**src/rtl/pgg_pkg.sv**
```systemverilog
// Purpose: Constants and types for the port group six/seven GPIO block
// Assumes: 16-bit registers on word-aligned Avalon-MM offsets
// Notes:   Reset values are all zero
package pgg_pkg;
	// -----------------------------------------------------------------
	// Register offsets (word index)
	// -----------------------------------------------------------------
	localparam logic [4:0] OFS_G6_DATA  = 5'h00;
	localparam logic [4:0] OFS_G6_IOEN  = 5'h01;
	localparam logic [4:0] OFS_G6_PULL  = 5'h02;
	localparam logic [4:0] OFS_G6_IFLG  = 5'h03;
	localparam logic [4:0] OFS_G6_ICTL  = 5'h04;
	localparam logic [4:0] OFS_G6_DBNC  = 5'h05;
	localparam logic [4:0] OFS_G6_MODE  = 5'h06;
	localparam logic [4:0] OFS_G6_FUNC  = 5'h07;
	localparam logic [4:0] OFS_G7_DATA  = 5'h08;
	localparam logic [4:0] OFS_G7_IOEN  = 5'h09;
	localparam logic [4:0] OFS_G7_PULL  = 5'h0A;
	localparam logic [4:0] OFS_G7_IFLG  = 5'h0B;
	localparam logic [4:0] OFS_G7_ICTL  = 5'h0C;
	localparam logic [4:0] OFS_G7_DBNC  = 5'h0D;
	localparam logic [4:0] OFS_G7_MODE  = 5'h0E;
	localparam logic [4:0] OFS_G7_FUNC  = 5'h0F;
	localparam logic [4:0] OFS_IRQ_STAT = 5'h10;
	localparam logic [4:0] OFS_IRQ_MASK = 5'h11;
	// -----------------------------------------------------------------
	// Field layout, reset and timing
	// -----------------------------------------------------------------
	localparam int          HI_POS      = 8;
	localparam logic [7:0]  RST_BYTE    = 8'h00;
	localparam logic [15:0] RST_WORD    = 16'h0000;
	localparam logic [1:0]  FUNC_ZERO   = 2'h0;
	localparam logic [1:0]  FUNC_THREE  = 2'h3;
	localparam int          DBNC_NS     = 1000;
	localparam int          CLK_NS      = 8;
	localparam int          DBNC_CYC    = (DBNC_NS + CLK_NS - 1) / CLK_NS;
	// Peripheral signals of the first group
	typedef struct packed {
		logic [7:0] seg;
		logic       clk_a;
		logic       clk_b;
		logic       remote;
		logic       frame;
	} pgg_periph_t;
	typedef enum logic [1:0] {
		BUS_IDLE = 2'b01,
		BUS_RESP = 2'b10
	} pgg_bus_t;
endpackage

```
**src/rtl/pgg_gpio.sv**
```systemverilog
// Purpose: Two GPIO port groups (eight and four pins) with pin interrupts
// Assumes: Single 125 MHz clock, Avalon-MM slave with waitrequest
// Notes:   Pin inputs pass three flops before use (two for the converter trigger)
// Notes on behaviour
// - The first group has eight pins with GPIO and interrupts, each control field eight bits wide except the 16-bit function code field.
// - The second group has four pins with four-bit fields (8-bit function code field) and all other bits read as zero.
// - A pin interrupt flag clears only when software writes one to its bit; the two group status bits clear when read.
// - Mode bit zero gives GPIO, mode bit one picks peripheral function 0 to 3 from the pin's 2-bit code.
// - First group function 3 drives segments 15 to 8, function 0 drives clocks, remote, frame and trigger.
// - Second group function 3 drives segments 7 to 4, functions 0 to 2 have nothing assigned.
// - All control fields reset to zero and the input data field is read-only.
`timescale 1ns/100ps
module pgg_gpio #(
	parameter int N6 = 8,
	parameter int N7 = 4
) (
	// Clock and reset
	input  wire logic               clk_sys_in,
	input  wire logic               rstn_in,
	// Avalon-MM slave
	input  wire logic [4:0]         avs_address_in,
	input  wire logic               avs_read_in,
	input  wire logic               avs_write_in,
	input  wire logic [31:0]        avs_writedata_in,
	input  wire logic [3:0]         avs_byteenable_in,
	output logic      [31:0]        avs_readdata_out,
	output logic                    avs_waitrequest_out,
	// Pins of the first group
	input  wire logic [N6-1:0]      grp6_pin_in,
	output logic      [N6-1:0]      grp6_pin_out,
	output logic      [N6-1:0]      grp6_pin_oe_n_out,
	output logic      [N6-1:0]      grp6_pull_en_out,
	output logic      [N6-1:0]      grp6_pull_up_out,
	// Pins of the second group
	input  wire logic [N7-1:0]      grp7_pin_in,
	output logic      [N7-1:0]      grp7_pin_out,
	output logic      [N7-1:0]      grp7_pin_oe_n_out,
	output logic      [N7-1:0]      grp7_pull_en_out,
	output logic      [N7-1:0]      grp7_pull_up_out,
	// Peripheral side
	input  wire pgg_pkg::pgg_periph_t periph_in,
	input  wire logic [3:0]         lcd_segment_lo_in,
	output logic                    converter_trigger_out,
	// Interrupts
	output logic                    grp6_irq_out,
	output logic                    grp7_irq_out,
	output logic                    irq_out
);
	// -----------------------------------------------------------------
	// Registers
	// -----------------------------------------------------------------
	logic [7:0]  grp6_out_value_reg, grp6_input_enable_reg, grp6_output_enable_reg;
	logic [7:0]  grp6_pull_direction_reg, grp6_pull_enable_reg, grp6_irq_flag_reg;
	logic [7:0]  grp6_edge_select_reg, grp6_irq_enable_reg, grp6_debounce_on_reg;
	logic [7:0]  grp6_periph_mode_reg;
	logic [15:0] grp6_pin_function_code_reg;
	logic [3:0]  grp7_out_value_reg, grp7_input_enable_reg, grp7_output_enable_reg;
	logic [3:0]  grp7_pull_direction_reg, grp7_pull_enable_reg, grp7_irq_flag_reg;
	logic [3:0]  grp7_edge_select_reg, grp7_irq_enable_reg, grp7_debounce_on_reg;
	logic [3:0]  grp7_periph_mode_reg;
	logic [7:0]  grp7_pin_function_code_reg;
	logic [1:0]  irq_stat_reg, irq_mask_reg;
	logic [11:0] sync1_reg, sync2_reg, filt_reg, prev_reg;
	logic [11:0] cnt_hit;
	logic [9:0]  dbnc_cnt_reg [12];
	pgg_pkg::pgg_bus_t bus_state_reg;
	logic [7:0]  grp6_in_value, grp6_rise, grp6_fall, grp6_event;
	logic [3:0]  grp7_in_value, grp7_rise, grp7_fall, grp7_event;
	logic        wr_lo, wr_hi, wr_acc, rd_acc;
	logic [11:0] dbnc_on;
	logic [15:0] rd_word;

	function automatic logic [1:0] code_of(input logic [15:0] codes, input int idx);
		code_of = codes[2*idx +: 2];
	endfunction

	// -----------------------------------------------------------------
	// Bus slave
	// -----------------------------------------------------------------
	// Writes land at the edge where waitrequest is sampled low
	assign wr_acc = avs_write_in && (bus_state_reg == pgg_pkg::BUS_RESP);
	assign rd_acc = avs_read_in && (bus_state_reg == pgg_pkg::BUS_IDLE);
	assign wr_lo  = wr_acc && avs_byteenable_in[0];
	assign wr_hi  = wr_acc && avs_byteenable_in[1];

	always_ff @(posedge clk_sys_in or negedge rstn_in) begin
		if (!rstn_in) begin
			bus_state_reg       <= pgg_pkg::BUS_IDLE;
			avs_waitrequest_out <= 1'b1;
			avs_readdata_out    <= 32'h00000000;
		end else begin
			case (bus_state_reg)
				pgg_pkg::BUS_IDLE: begin
					if (avs_read_in || avs_write_in) begin
						bus_state_reg       <= pgg_pkg::BUS_RESP;
						avs_waitrequest_out <= 1'b0;
						avs_readdata_out    <= {16'h0000, rd_word};
					end
				end
				pgg_pkg::BUS_RESP: begin
					bus_state_reg       <= pgg_pkg::BUS_IDLE;
					avs_waitrequest_out <= 1'b1;
				end
				default: bus_state_reg <= pgg_pkg::BUS_IDLE;
			endcase
		end
	end

	always_comb begin
		rd_word = pgg_pkg::RST_WORD;
		case (avs_address_in)
			pgg_pkg::OFS_G6_DATA:  rd_word = {grp6_out_value_reg, grp6_in_value};
			pgg_pkg::OFS_G6_IOEN:  rd_word = {grp6_input_enable_reg, grp6_output_enable_reg};
			pgg_pkg::OFS_G6_PULL:  rd_word = {grp6_pull_direction_reg, grp6_pull_enable_reg};
			pgg_pkg::OFS_G6_IFLG:  rd_word = {8'h00, grp6_irq_flag_reg};
			pgg_pkg::OFS_G6_ICTL:  rd_word = {grp6_edge_select_reg, grp6_irq_enable_reg};
			pgg_pkg::OFS_G6_DBNC:  rd_word = {8'h00, grp6_debounce_on_reg};
			pgg_pkg::OFS_G6_MODE:  rd_word = {8'h00, grp6_periph_mode_reg};
			pgg_pkg::OFS_G6_FUNC:  rd_word = grp6_pin_function_code_reg;
			pgg_pkg::OFS_G7_DATA:  rd_word = {4'h0, grp7_out_value_reg, 4'h0, grp7_in_value};
			pgg_pkg::OFS_G7_IOEN:  rd_word = {4'h0, grp7_input_enable_reg, 4'h0, grp7_output_enable_reg};
			pgg_pkg::OFS_G7_PULL:  rd_word = {4'h0, grp7_pull_direction_reg, 4'h0, grp7_pull_enable_reg};
			pgg_pkg::OFS_G7_IFLG:  rd_word = {12'h000, grp7_irq_flag_reg};
			pgg_pkg::OFS_G7_ICTL:  rd_word = {4'h0, grp7_edge_select_reg, 4'h0, grp7_irq_enable_reg};
			pgg_pkg::OFS_G7_DBNC:  rd_word = {12'h000, grp7_debounce_on_reg};
			pgg_pkg::OFS_G7_MODE:  rd_word = {12'h000, grp7_periph_mode_reg};
			pgg_pkg::OFS_G7_FUNC:  rd_word = {8'h00, grp7_pin_function_code_reg};
			pgg_pkg::OFS_IRQ_STAT: rd_word = {14'h0000, irq_stat_reg};
			pgg_pkg::OFS_IRQ_MASK: rd_word = {14'h0000, irq_mask_reg};
			default:               rd_word = pgg_pkg::RST_WORD;
		endcase
	end

	// -----------------------------------------------------------------
	// Control registers
	// -----------------------------------------------------------------
	always_ff @(posedge clk_sys_in or negedge rstn_in) begin
		if (!rstn_in) begin
			grp6_out_value_reg         <= pgg_pkg::RST_BYTE;
			grp6_input_enable_reg      <= pgg_pkg::RST_BYTE;
			grp6_output_enable_reg     <= pgg_pkg::RST_BYTE;
			grp6_pull_direction_reg    <= pgg_pkg::RST_BYTE;
			grp6_pull_enable_reg       <= pgg_pkg::RST_BYTE;
			grp6_edge_select_reg       <= pgg_pkg::RST_BYTE;
			grp6_irq_enable_reg        <= pgg_pkg::RST_BYTE;
			grp6_debounce_on_reg       <= pgg_pkg::RST_BYTE;
			grp6_periph_mode_reg       <= pgg_pkg::RST_BYTE;
			grp6_pin_function_code_reg <= pgg_pkg::RST_WORD;
			grp7_out_value_reg         <= 4'h0;
			grp7_input_enable_reg      <= 4'h0;
			grp7_output_enable_reg     <= 4'h0;
			grp7_pull_direction_reg    <= 4'h0;
			grp7_pull_enable_reg       <= 4'h0;
			grp7_edge_select_reg       <= 4'h0;
			grp7_irq_enable_reg        <= 4'h0;
			grp7_debounce_on_reg       <= 4'h0;
			grp7_periph_mode_reg       <= 4'h0;
			grp7_pin_function_code_reg <= 8'h00;
			irq_mask_reg               <= 2'h0;
		end else begin
			if (wr_hi) begin
				case (avs_address_in)
					pgg_pkg::OFS_G6_DATA: grp6_out_value_reg      <= avs_writedata_in[15:8];
					pgg_pkg::OFS_G6_IOEN: grp6_input_enable_reg   <= avs_writedata_in[15:8];
					pgg_pkg::OFS_G6_PULL: grp6_pull_direction_reg <= avs_writedata_in[15:8];
					pgg_pkg::OFS_G6_ICTL: grp6_edge_select_reg    <= avs_writedata_in[15:8];
					pgg_pkg::OFS_G6_FUNC: grp6_pin_function_code_reg[15:8] <= avs_writedata_in[15:8];
					pgg_pkg::OFS_G7_DATA: grp7_out_value_reg      <= avs_writedata_in[11:8];
					pgg_pkg::OFS_G7_IOEN: grp7_input_enable_reg   <= avs_writedata_in[11:8];
					pgg_pkg::OFS_G7_PULL: grp7_pull_direction_reg <= avs_writedata_in[11:8];
					pgg_pkg::OFS_G7_ICTL: grp7_edge_select_reg    <= avs_writedata_in[11:8];
					default: ;
				endcase
			end
			if (wr_lo) begin
				case (avs_address_in)
					pgg_pkg::OFS_G6_IOEN: grp6_output_enable_reg  <= avs_writedata_in[7:0];
					pgg_pkg::OFS_G6_PULL: grp6_pull_enable_reg    <= avs_writedata_in[7:0];
					pgg_pkg::OFS_G6_ICTL: grp6_irq_enable_reg     <= avs_writedata_in[7:0];
					pgg_pkg::OFS_G6_DBNC: grp6_debounce_on_reg    <= avs_writedata_in[7:0];
					pgg_pkg::OFS_G6_MODE: grp6_periph_mode_reg    <= avs_writedata_in[7:0];
					pgg_pkg::OFS_G6_FUNC: grp6_pin_function_code_reg[7:0] <= avs_writedata_in[7:0];
					pgg_pkg::OFS_G7_IOEN: grp7_output_enable_reg  <= avs_writedata_in[3:0];
					pgg_pkg::OFS_G7_PULL: grp7_pull_enable_reg    <= avs_writedata_in[3:0];
					pgg_pkg::OFS_G7_ICTL: grp7_irq_enable_reg     <= avs_writedata_in[3:0];
					pgg_pkg::OFS_G7_DBNC: grp7_debounce_on_reg    <= avs_writedata_in[3:0];
					pgg_pkg::OFS_G7_MODE: grp7_periph_mode_reg    <= avs_writedata_in[3:0];
					pgg_pkg::OFS_G7_FUNC: grp7_pin_function_code_reg <= avs_writedata_in[7:0];
					pgg_pkg::OFS_IRQ_MASK: irq_mask_reg           <= avs_writedata_in[1:0];
					default: ;
				endcase
			end
		end
	end

	// -----------------------------------------------------------------
	// Input synchroniser and chatter filter
	// -----------------------------------------------------------------
	always_ff @(posedge clk_sys_in or negedge rstn_in) begin
		if (!rstn_in) begin
			sync1_reg <= 12'h000;
			sync2_reg <= 12'h000;
		end else begin
			sync1_reg <= {grp7_pin_in, grp6_pin_in};
			sync2_reg <= sync1_reg;
		end
	end

	always_ff @(posedge clk_sys_in or negedge rstn_in) begin
		if (!rstn_in) begin
			filt_reg <= 12'h000;
			prev_reg <= 12'h000;
			for (int i = 0; i < 12; i++) begin
				dbnc_cnt_reg[i] <= 10'h000;
			end
		end else begin
			prev_reg <= filt_reg;
			for (int i = 0; i < 12; i++) begin
				if (!dbnc_on[i]) begin
					filt_reg[i]     <= sync2_reg[i];
					dbnc_cnt_reg[i] <= 10'h000;
				end else if (sync2_reg[i] == filt_reg[i]) begin
					dbnc_cnt_reg[i] <= 10'h000;
				end else if (cnt_hit[i]) begin
					filt_reg[i]     <= sync2_reg[i];
					dbnc_cnt_reg[i] <= 10'h000;
				end else begin
					dbnc_cnt_reg[i] <= dbnc_cnt_reg[i] + 10'h001;
				end
			end
		end
	end

	always_comb begin
		for (int i = 0; i < 12; i++) begin
			cnt_hit[i] = (dbnc_cnt_reg[i] == 10'(pgg_pkg::DBNC_CYC - 1));
		end
	end

	assign dbnc_on       = {grp7_debounce_on_reg, grp6_debounce_on_reg};
	assign grp6_in_value = filt_reg[7:0] & grp6_input_enable_reg;
	assign grp7_in_value = filt_reg[11:8] & grp7_input_enable_reg;

	// -----------------------------------------------------------------
	// Pin interrupts
	// -----------------------------------------------------------------
	assign grp6_rise  = grp6_in_value & ~prev_reg[7:0];
	assign grp6_fall  = ~grp6_in_value & prev_reg[7:0] & grp6_input_enable_reg;
	assign grp6_event = (grp6_edge_select_reg & grp6_fall) | (~grp6_edge_select_reg & grp6_rise);
	assign grp7_rise  = grp7_in_value & ~prev_reg[11:8];
	assign grp7_fall  = ~grp7_in_value & prev_reg[11:8] & grp7_input_enable_reg;
	assign grp7_event = (grp7_edge_select_reg & grp7_fall) | (~grp7_edge_select_reg & grp7_rise);

	always_ff @(posedge clk_sys_in or negedge rstn_in) begin
		if (!rstn_in) begin
			grp6_irq_flag_reg <= pgg_pkg::RST_BYTE;
			grp7_irq_flag_reg <= 4'h0;
		end else begin
			grp6_irq_flag_reg <= (grp6_irq_flag_reg & ~((wr_lo && avs_address_in == pgg_pkg::OFS_G6_IFLG)
				? avs_writedata_in[7:0] : 8'h00)) | grp6_event;
			grp7_irq_flag_reg <= (grp7_irq_flag_reg & ~((wr_lo && avs_address_in == pgg_pkg::OFS_G7_IFLG)
				? avs_writedata_in[3:0] : 4'h0)) | grp7_event;
		end
	end

	always_ff @(posedge clk_sys_in or negedge rstn_in) begin
		if (!rstn_in) begin
			grp6_irq_out <= 1'b0;
			grp7_irq_out <= 1'b0;
			irq_stat_reg <= 2'h0;
			irq_out      <= 1'b0;
		end else begin
			grp6_irq_out <= |(grp6_irq_flag_reg & grp6_irq_enable_reg);
			grp7_irq_out <= |(grp7_irq_flag_reg & grp7_irq_enable_reg);
			irq_stat_reg <= ((rd_acc && avs_address_in == pgg_pkg::OFS_IRQ_STAT) ? 2'h0 : irq_stat_reg)
				| {|(grp7_event & grp7_irq_enable_reg), |(grp6_event & grp6_irq_enable_reg)};
			irq_out      <= |(irq_stat_reg & irq_mask_reg);
		end
	end

	// -----------------------------------------------------------------
	// Pin function multiplexer
	// -----------------------------------------------------------------
	always_ff @(posedge clk_sys_in or negedge rstn_in) begin
		if (!rstn_in) begin
			grp6_pin_out          <= 8'h00;
			grp6_pin_oe_n_out     <= 8'hFF;
			grp7_pin_out          <= 4'h0;
			grp7_pin_oe_n_out     <= 4'hF;
			converter_trigger_out <= 1'b1;
		end else begin
			converter_trigger_out <= 1'b1;
			for (int i = 0; i < 8; i++) begin
				grp6_pin_out[i]      <= grp6_out_value_reg[i];
				grp6_pin_oe_n_out[i] <= ~grp6_output_enable_reg[i];
				if (grp6_periph_mode_reg[i]) begin
					grp6_pin_out[i]      <= 1'b0;
					grp6_pin_oe_n_out[i] <= 1'b1;
					if (code_of(grp6_pin_function_code_reg, i) == pgg_pkg::FUNC_THREE) begin
						grp6_pin_out[i]      <= periph_in.seg[7-i];
						grp6_pin_oe_n_out[i] <= 1'b0;
					end else if (code_of(grp6_pin_function_code_reg, i) == pgg_pkg::FUNC_ZERO && i < 4) begin
						grp6_pin_out[i]      <= (i == 0) ? periph_in.clk_a : (i == 1) ? periph_in.clk_b
							: (i == 2) ? periph_in.remote : periph_in.frame;
						grp6_pin_oe_n_out[i] <= 1'b0;
					end
				end
			end
			if (grp6_periph_mode_reg[4] && code_of(grp6_pin_function_code_reg, 4) == pgg_pkg::FUNC_ZERO) begin
				converter_trigger_out <= sync2_reg[4];
			end
			for (int j = 0; j < 4; j++) begin
				grp7_pin_out[j]      <= grp7_out_value_reg[j];
				grp7_pin_oe_n_out[j] <= ~grp7_output_enable_reg[j];
				if (grp7_periph_mode_reg[j]) begin
					grp7_pin_out[j]      <= 1'b0;
					grp7_pin_oe_n_out[j] <= 1'b1;
					if (code_of({8'h00, grp7_pin_function_code_reg}, j) == pgg_pkg::FUNC_THREE) begin
						grp7_pin_out[j]      <= lcd_segment_lo_in[3-j];
						grp7_pin_oe_n_out[j] <= 1'b0;
					end
				end
			end
		end
	end

	always_ff @(posedge clk_sys_in or negedge rstn_in) begin
		if (!rstn_in) begin
			grp6_pull_en_out <= 8'h00;
			grp6_pull_up_out <= 8'h00;
			grp7_pull_en_out <= 4'h0;
			grp7_pull_up_out <= 4'h0;
		end else begin
			grp6_pull_en_out <= grp6_pull_enable_reg & ~grp6_output_enable_reg & ~grp6_periph_mode_reg;
			grp6_pull_up_out <= grp6_pull_direction_reg;
			grp7_pull_en_out <= grp7_pull_enable_reg & ~grp7_output_enable_reg & ~grp7_periph_mode_reg;
			grp7_pull_up_out <= grp7_pull_direction_reg;
		end
	end

	// -----------------------------------------------------------------
	// Assertions
	// -----------------------------------------------------------------
	a_flag_w1c: assert property (@(posedge clk_sys_in) disable iff (!rstn_in)
		(wr_lo && avs_address_in == pgg_pkg::OFS_G6_IFLG && avs_writedata_in[0] && !grp6_event[0])
		|=> !grp6_irq_flag_reg[0]) else $error("flag not cleared by one write");
	a_flag_hold: assert property (@(posedge clk_sys_in) disable iff (!rstn_in)
		(grp6_irq_flag_reg[1] && !(wr_lo && avs_address_in == pgg_pkg::OFS_G6_IFLG && avs_writedata_in[1]))
		|=> grp6_irq_flag_reg[1]) else $error("flag lost without clear");
	a_edge_set: assert property (@(posedge clk_sys_in) disable iff (!rstn_in)
		grp6_event[2] |=> grp6_irq_flag_reg[2]) else $error("edge did not set flag");
	a_irq_req: assert property (@(posedge clk_sys_in) disable iff (!rstn_in)
		|(grp7_irq_flag_reg & grp7_irq_enable_reg) |=> grp7_irq_out) else $error("group irq missing");
	a_grp7_zero: assert property (@(posedge clk_sys_in) disable iff (!rstn_in)
		(avs_address_in == pgg_pkg::OFS_G7_DATA) |-> (rd_word[15:12] == 4'h0 && rd_word[7:4] == 4'h0))
		else $error("unused bits not zero");
	a_gpio_mode: assert property (@(posedge clk_sys_in) disable iff (!rstn_in)
		!grp6_periph_mode_reg[5] |=> (grp6_pin_oe_n_out[5] == !$past(grp6_output_enable_reg[5])))
		else $error("gpio enable not routed");
	a_seg_map: assert property (@(posedge clk_sys_in) disable iff (!rstn_in)
		(grp6_periph_mode_reg[0] && code_of(grp6_pin_function_code_reg, 0) == pgg_pkg::FUNC_THREE)
		|=> (grp6_pin_out[0] == $past(periph_in.seg[7]) && !grp6_pin_oe_n_out[0])) else $error("segment map");
	a_grp7_none: assert property (@(posedge clk_sys_in) disable iff (!rstn_in)
		(grp7_periph_mode_reg[1] && code_of({8'h00, grp7_pin_function_code_reg}, 1) != pgg_pkg::FUNC_THREE)
		|=> grp7_pin_oe_n_out[1]) else $error("unassigned function drives");
	a_bus_resp: assert property (@(posedge clk_sys_in) disable iff (!rstn_in)
		((avs_read_in || avs_write_in) && bus_state_reg == pgg_pkg::BUS_IDLE) |=> !avs_waitrequest_out ##1
		avs_waitrequest_out) else $error("bus answer timing");
endmodule

```
**config.mk**
```make
export PLATFORM = sky130hd
export DESIGN_NAME = pgg_gpio
export DESIGN_NICKNAME = d
export VERILOG_FILES = /design/src/rtl/pgg_pkg.sv /design/src/rtl/pgg_gpio.sv
export SDC_FILE = /design/constraint.sdc
export NUM_CORES = 1
export LEC_CHECK = 0
export ABC_AREA = 0
export BUFFER_PORTS_ARGS = -buffer_cell sky130_fd_sc_hd__buf_2
export CORE_MARGIN = 5
export CORE_UTILIZATION = 40
export DETAILED_ROUTE_END_ITERATION = 6
export GPL_TIMING_DRIVEN = 0
export RECOVER_POWER = 50
export SYNTH_ARGS = -nofsm -noshare
export SYNTH_HDL_FRONTEND = slang
export SYNTH_SLANG_ARGS = --single-unit
```
**constraint.sdc**
```tcl
create_clock -name clk_sys_in -period 2.95 [get_ports clk_sys_in]
set_input_delay 0.4425 -clock clk_sys_in [delete_from_list [all_inputs] [get_ports clk_sys_in]]
set_output_delay 0.4425 -clock clk_sys_in [all_outputs]
set_load 0.1 [all_outputs]
```
# Word level (Yosys, flattened, before mapping)
# Index checks and enable logic that the tools add are counted.
# Widths: inputs -> output; s select.
[totals]
wordCells = 405
output_inout_bits = 85
reg_bits = 387
[op_classes]
n_mux = 137
eq_ne = 80
add_sub_neg = 12
n_reduce_logical = 57
bitwise = 52
[ops]
columns = ["operator", "count"]
rows = [
  ["$mux 10", 36],
  ["$pmux 16 s18", 1],
  ["$add 10x1->10 const B", 12],
  ["$eq 10x7->1 const B", 12],
  ["$mux 1", 94],
  ["$and 8x8->8", 11],
  ["$reduce_and 2->1", 36],
  ["$not 8->8", 6],
  ["$and 4x4->4", 11],
  ["$eq 5x4->1 const B", 8],
  ["$eq 2x2->1 const B", 13],
  ["$ne 2x1->1 const B", 13],
  ["$ne 2x2->1 const B", 12],
  ["$not 4->4", 6],
  ["$eq 5x3->1 const B", 4],
  ["$or 8x8->8", 2],
  ["$reduce_or 8->1", 2],
  ["$eq 1x1->1", 12],
  ["$not 1->1", 12],
  ["$eq 5x2->1 const B", 2],
  ["$eq 5x5->1 const B", 2],
  ["$logic_not 2->1", 5],
  ["$logic_and 1x1->1", 8],
  ["$mux 8", 1],
  ["13 further kinds", 17],
]

# Depth between registers and ports, before layout
[depth]
depth_word = 9
mapped_depth = 9
depth_no_buf = 6

# Least setup slack after synthesis
# No wires, ideal clock.
[synth_path]
path_kind = "input -> register"
start = "in avs_address_in[3]"
end = "reg grp6_periph_mode_reg[3]"
required_time_ps = 2825
setup_time_ps = 125
path_stages = 7
arrival_time_ps = 1747
path_buffers = 3
setup_slack_ps = 1079
path_cell_list = "buf_6 or3b_1 buf_6 nor2_2 and2_1 buf_4 mux2_2"
[synth_via]
elab_chain_cells = 2
[synth_lines]
columns = ["element", "line", "source"]
rows = [
  ["start, declared", "pgg_gpio.sv:21", "input wire logic [4:0] avs_address_in,"],
  ["$eq 5x3->1", "pgg_gpio.sv:176", "case (avs_address_in)"],
  ["$reduce_and 2->1 (no source line)", "n/a", ""],
  ["end signal, assigned", "pgg_gpio.sv:147", "grp6_periph_mode_reg <= pgg_pkg::RST_BYTE;"],
  ["end signal, assigned", "pgg_gpio.sv:181", "pgg_pkg::OFS_G6_MODE: grp6_periph_mode_reg <= avs_writedata_in[7:0];"],
  ["end, declared", "pgg_gpio.sv:55", "logic [7:0] grp6_periph_mode_reg;"],
]
# No other way between the ends.
# A chain may end at the register's enable or synchronous reset.

# Worst setup path in the final report
[layout_path]
start = "in avs_address_in[1]"
end = "reg grp6_out_value_reg[1]"
[layout_via]
elab_chain_cells = 2
[layout_lines]
columns = ["element", "line", "source"]
rows = [
  ["$logic_not 5->1", "pgg_gpio.sv:162", "case (avs_address_in)"],
  ["$reduce_and 2->1 (no source line)", "n/a", ""],
  ["end signal, assigned", "pgg_gpio.sv:139", "grp6_out_value_reg <= pgg_pkg::RST_BYTE;"],
  ["end signal, assigned", "pgg_gpio.sv:163", "pgg_pkg::OFS_G6_DATA: grp6_out_value_reg <= avs_writedata_in[15:8];"],
  ["end, declared", "pgg_gpio.sv:52", "logic [7:0] grp6_out_value_reg, grp6_input_enable_reg, grp6_output_enable_reg;"],
]
# No other way between the ends.

==> metrics <==
design area=0.0203 mm²; Comb power frac=13.8%; Vert. Die Dim=218 µm; P per Cell Area=635 mW/mm²; IO buf count=121; Final Critical Period=2770 ps; row count=76; result of the run=finished, violations left; Post-layout nets=1759; Hold Path Depth=2; hold_ws=158 ps; Post-Place Worst Slack=426 ps; register area=0.00970 mm²; Detailed Place HPWL=33.4 mm; Largest register FFs=120; WP data arrival=3220 ps; # H-tree levels=2; reg-to-reg endpoint=avs_readdata_out[0]; leak pwr=0.00959 µW; Hold Path End=grp6_edge_select_reg[7]; crit end category=register; global route overflow=0; failing checks=capacitance limit, slew limit; top_reg_cell synth=dfrtp_1; count of cell types in the netlist=64; clock-pin slew on the worst setup and hold paths=60 ps; Die Footprint=0.0477 mm²; Layout Skew=27.9 ps; register area share after synthesis=55.8%; Syn Inst Count=1458; DP Area=0.0189 mm²; reg2reg setup slack=250 ps; Sequential Power Share=46.4%; Final period util=94.0%; core region area=0.0431 mm²; Fmax=0.361 GHz; CTS Buf Count=42; vias per cell=5.27; worst reg2reg path depth=6; layout cell share with drive strength beyond 1=24.8%; total number of vias=11973; VDD IR-drop max=0.398 mV; critical path type=primary input to register; endpoints failing hold=0; Sw Share=29.7%; Worst Setup Start Kind=primary input; reg2reg start=bus_state_reg[0]; number of synthesized flops with an enable pin=0; Syn. warnings=0; I/O Pins=158; internal power=9040 µW; Fillers=3946; Detail Route Antenna Nets=0; synthesized area per cell=11.9 µm²; fraction of registers with async set/reset=100%; HP Start=avs_writedata_in[15]; HP Class=primary input to register; Starting Density=40.4%; Net Sw Power=3820 µW; DR WL/cell=20.7 µm; Syn Std Cell Area=0.0174 mm²; maxcap violations=1; clock share of power=39.8%; first-pass GRT wire length=72.3 mm; CTS root buffer=clkbuf_16; First-pass DRT Iterations=7; Slew Limit Fails=122; unrepaired setup endpoints after global routing=no; Placer Congestion=0.928; PnR worst setup slack=178 ps; Area Growth Syn to Fin=16.5%; area of the multi-input gates=0.00714 mm²; die width=218 µm; max_slew headroom=-2.49%; CP Max Fanout=10; initial antenna violation count=3; Final setup violation count=0; Routed WL=47.0 mm; clk_lat worst skew=580 ps; DRC Markers=0; CTS tree=built; Overall Global Routing Usage=19.7%; Synth Register Bits=387; DR iter-0 viols=1184; CTS Buffer Depth=3; vias in the first global route=12016; Clock Sinks=387; critical path required time=3400 ps; pin count of the biggest net entering global routing=122; Setup crit start=avs_address_in[1]; Slew @ Worst Pin=1540 ps
==> how the worst max path moves through the flow <==
stage | slack, ps | to | depth (start not counted)
final | 180 | grp6_out_value_reg[1] | 8
after global routing | 110 | grp6_out_value_reg[1] | 8
after CTS | 450 | avs_readdata_out[0] | 6
after detailed placement | 430 | avs_readdata_out[8] | 7
after global placement | -6250 | dbnc_cnt_reg[3] | 1
after floorplan | 1080 | grp6_periph_mode_reg[3] | 7
==> power by group through the flow <==
stage | sequential, µW | clock (µW) | combinational (µW)
finish | 5970 | 5120 | 1770
global route | 6000 | 5470 | 1880
CTS | 5970 | 5250 | 1780
detailed placement | 6060 | 0 | 1760
global placement | 6050 | 0 | 1730
floorplan | 6510 | 0 | 692
==> cell usage after synthesis, drive strengths merged (21+ instances only) <==
library cell,number,area share (%)
nand3,93,2.7
buf,41,1.9
dfrtp,372,54
a22oi,21,0.91
nand2,93,2.3
o21ai,32,0.92
a21oi,21,0.60
nor2,151,3.8
xor2,92,4.6
mux2,145,9.7
ha,32,2.3
inv,49,1.1
and3,46,1.7
==> worst max-delay path: stages <==
cell      delay, ps
buf_2           120
buf_6           150
or2_2           270
clkbuf_2        250
nor2_1          350
clkbuf_1        670
nand2_1         530
mux2_2          420
==> layout by cell type, fill, tap and decap left out, drive strengths merged, types with 15 or more instances in the layout <==
cell / synthesis / final
xor2: 92 / 92
dfrtp: 372 / 372
o21ai: 32 / 32
buf: 41 / 160
mux2: 145 / 145
conb: 1 / 16
clkbuf: 12 / 79
a32oi: 15 / 15
nand4: 19 / 19
inv: 49 / 51
a22oi: 21 / 21
ha: 32 / 32
nand3: 93 / 93
a21o: 17 / 17
nor2: 151 / 151
and3: 46 / 46
nand2: 93 / 93
mux2i: 16 / 16
xnor2: 16 / 16
dfstp: 15 / 15
a21oi: 21 / 21
==> what timing repair did <==
action                    4_1_cts  5_1_grt
gates resized for setup         0        0
setup buffers                   0        0
hold endpoints to repair       78        0
hold buffers                   13        0
==> per-stage QoR <==
step	power [µW]	cells	utilization [%]	TNS, ps
after detailed placement	7820	2182	43.8	0
after floorplan	7210	1473	-	0
after CTS	13000	2273	47.2	0
after global routing	13400	2274	47.0	0
after global placement	7790	2179	43.6	-2369130
final	12900	2274	47.0	0
==> final cells by class <==
type | count | share of cell area, %
diodes | 1 | 0.0124
plain buffers | 53 | 1.75
clock buffers | 62 | 5.95
clock inverters | 16 | 0.624
inverters | 49 | 0.908
multi-input cells | 984 | 35.2
flip-flops and latches | 387 | 47.9
well taps | 585 | 3.61
repair buffers | 137 | 3.99
==> logic make-up (layout without fill, tap and decap cells) <==
logic type	after synthesis	after routing	synth area share, %
compound gates	167	167	6.81
xor+xnor	108	108	5.44
fa+ha+maj	32	32	2.30
buf+inv	102	317	3.23
flops	387	387	55.8
mux	163	163	10.9
other cells	1	17	0.0216
simple gates	498	498	15.5
==> routing by layer <==
metal	up-vias	wire, µm	GRT usage (%)	part of all wire, %
li1	5500	-	-	-
met1	5950	20500	27.6	44
met2	413	21300	30.3	45
met3	106	3620	4.71	7.7
met4	4	1590	7.08	3.4
met5	-	26	0	0.055
No activity file was read; power rests on OpenSTA's default activity.
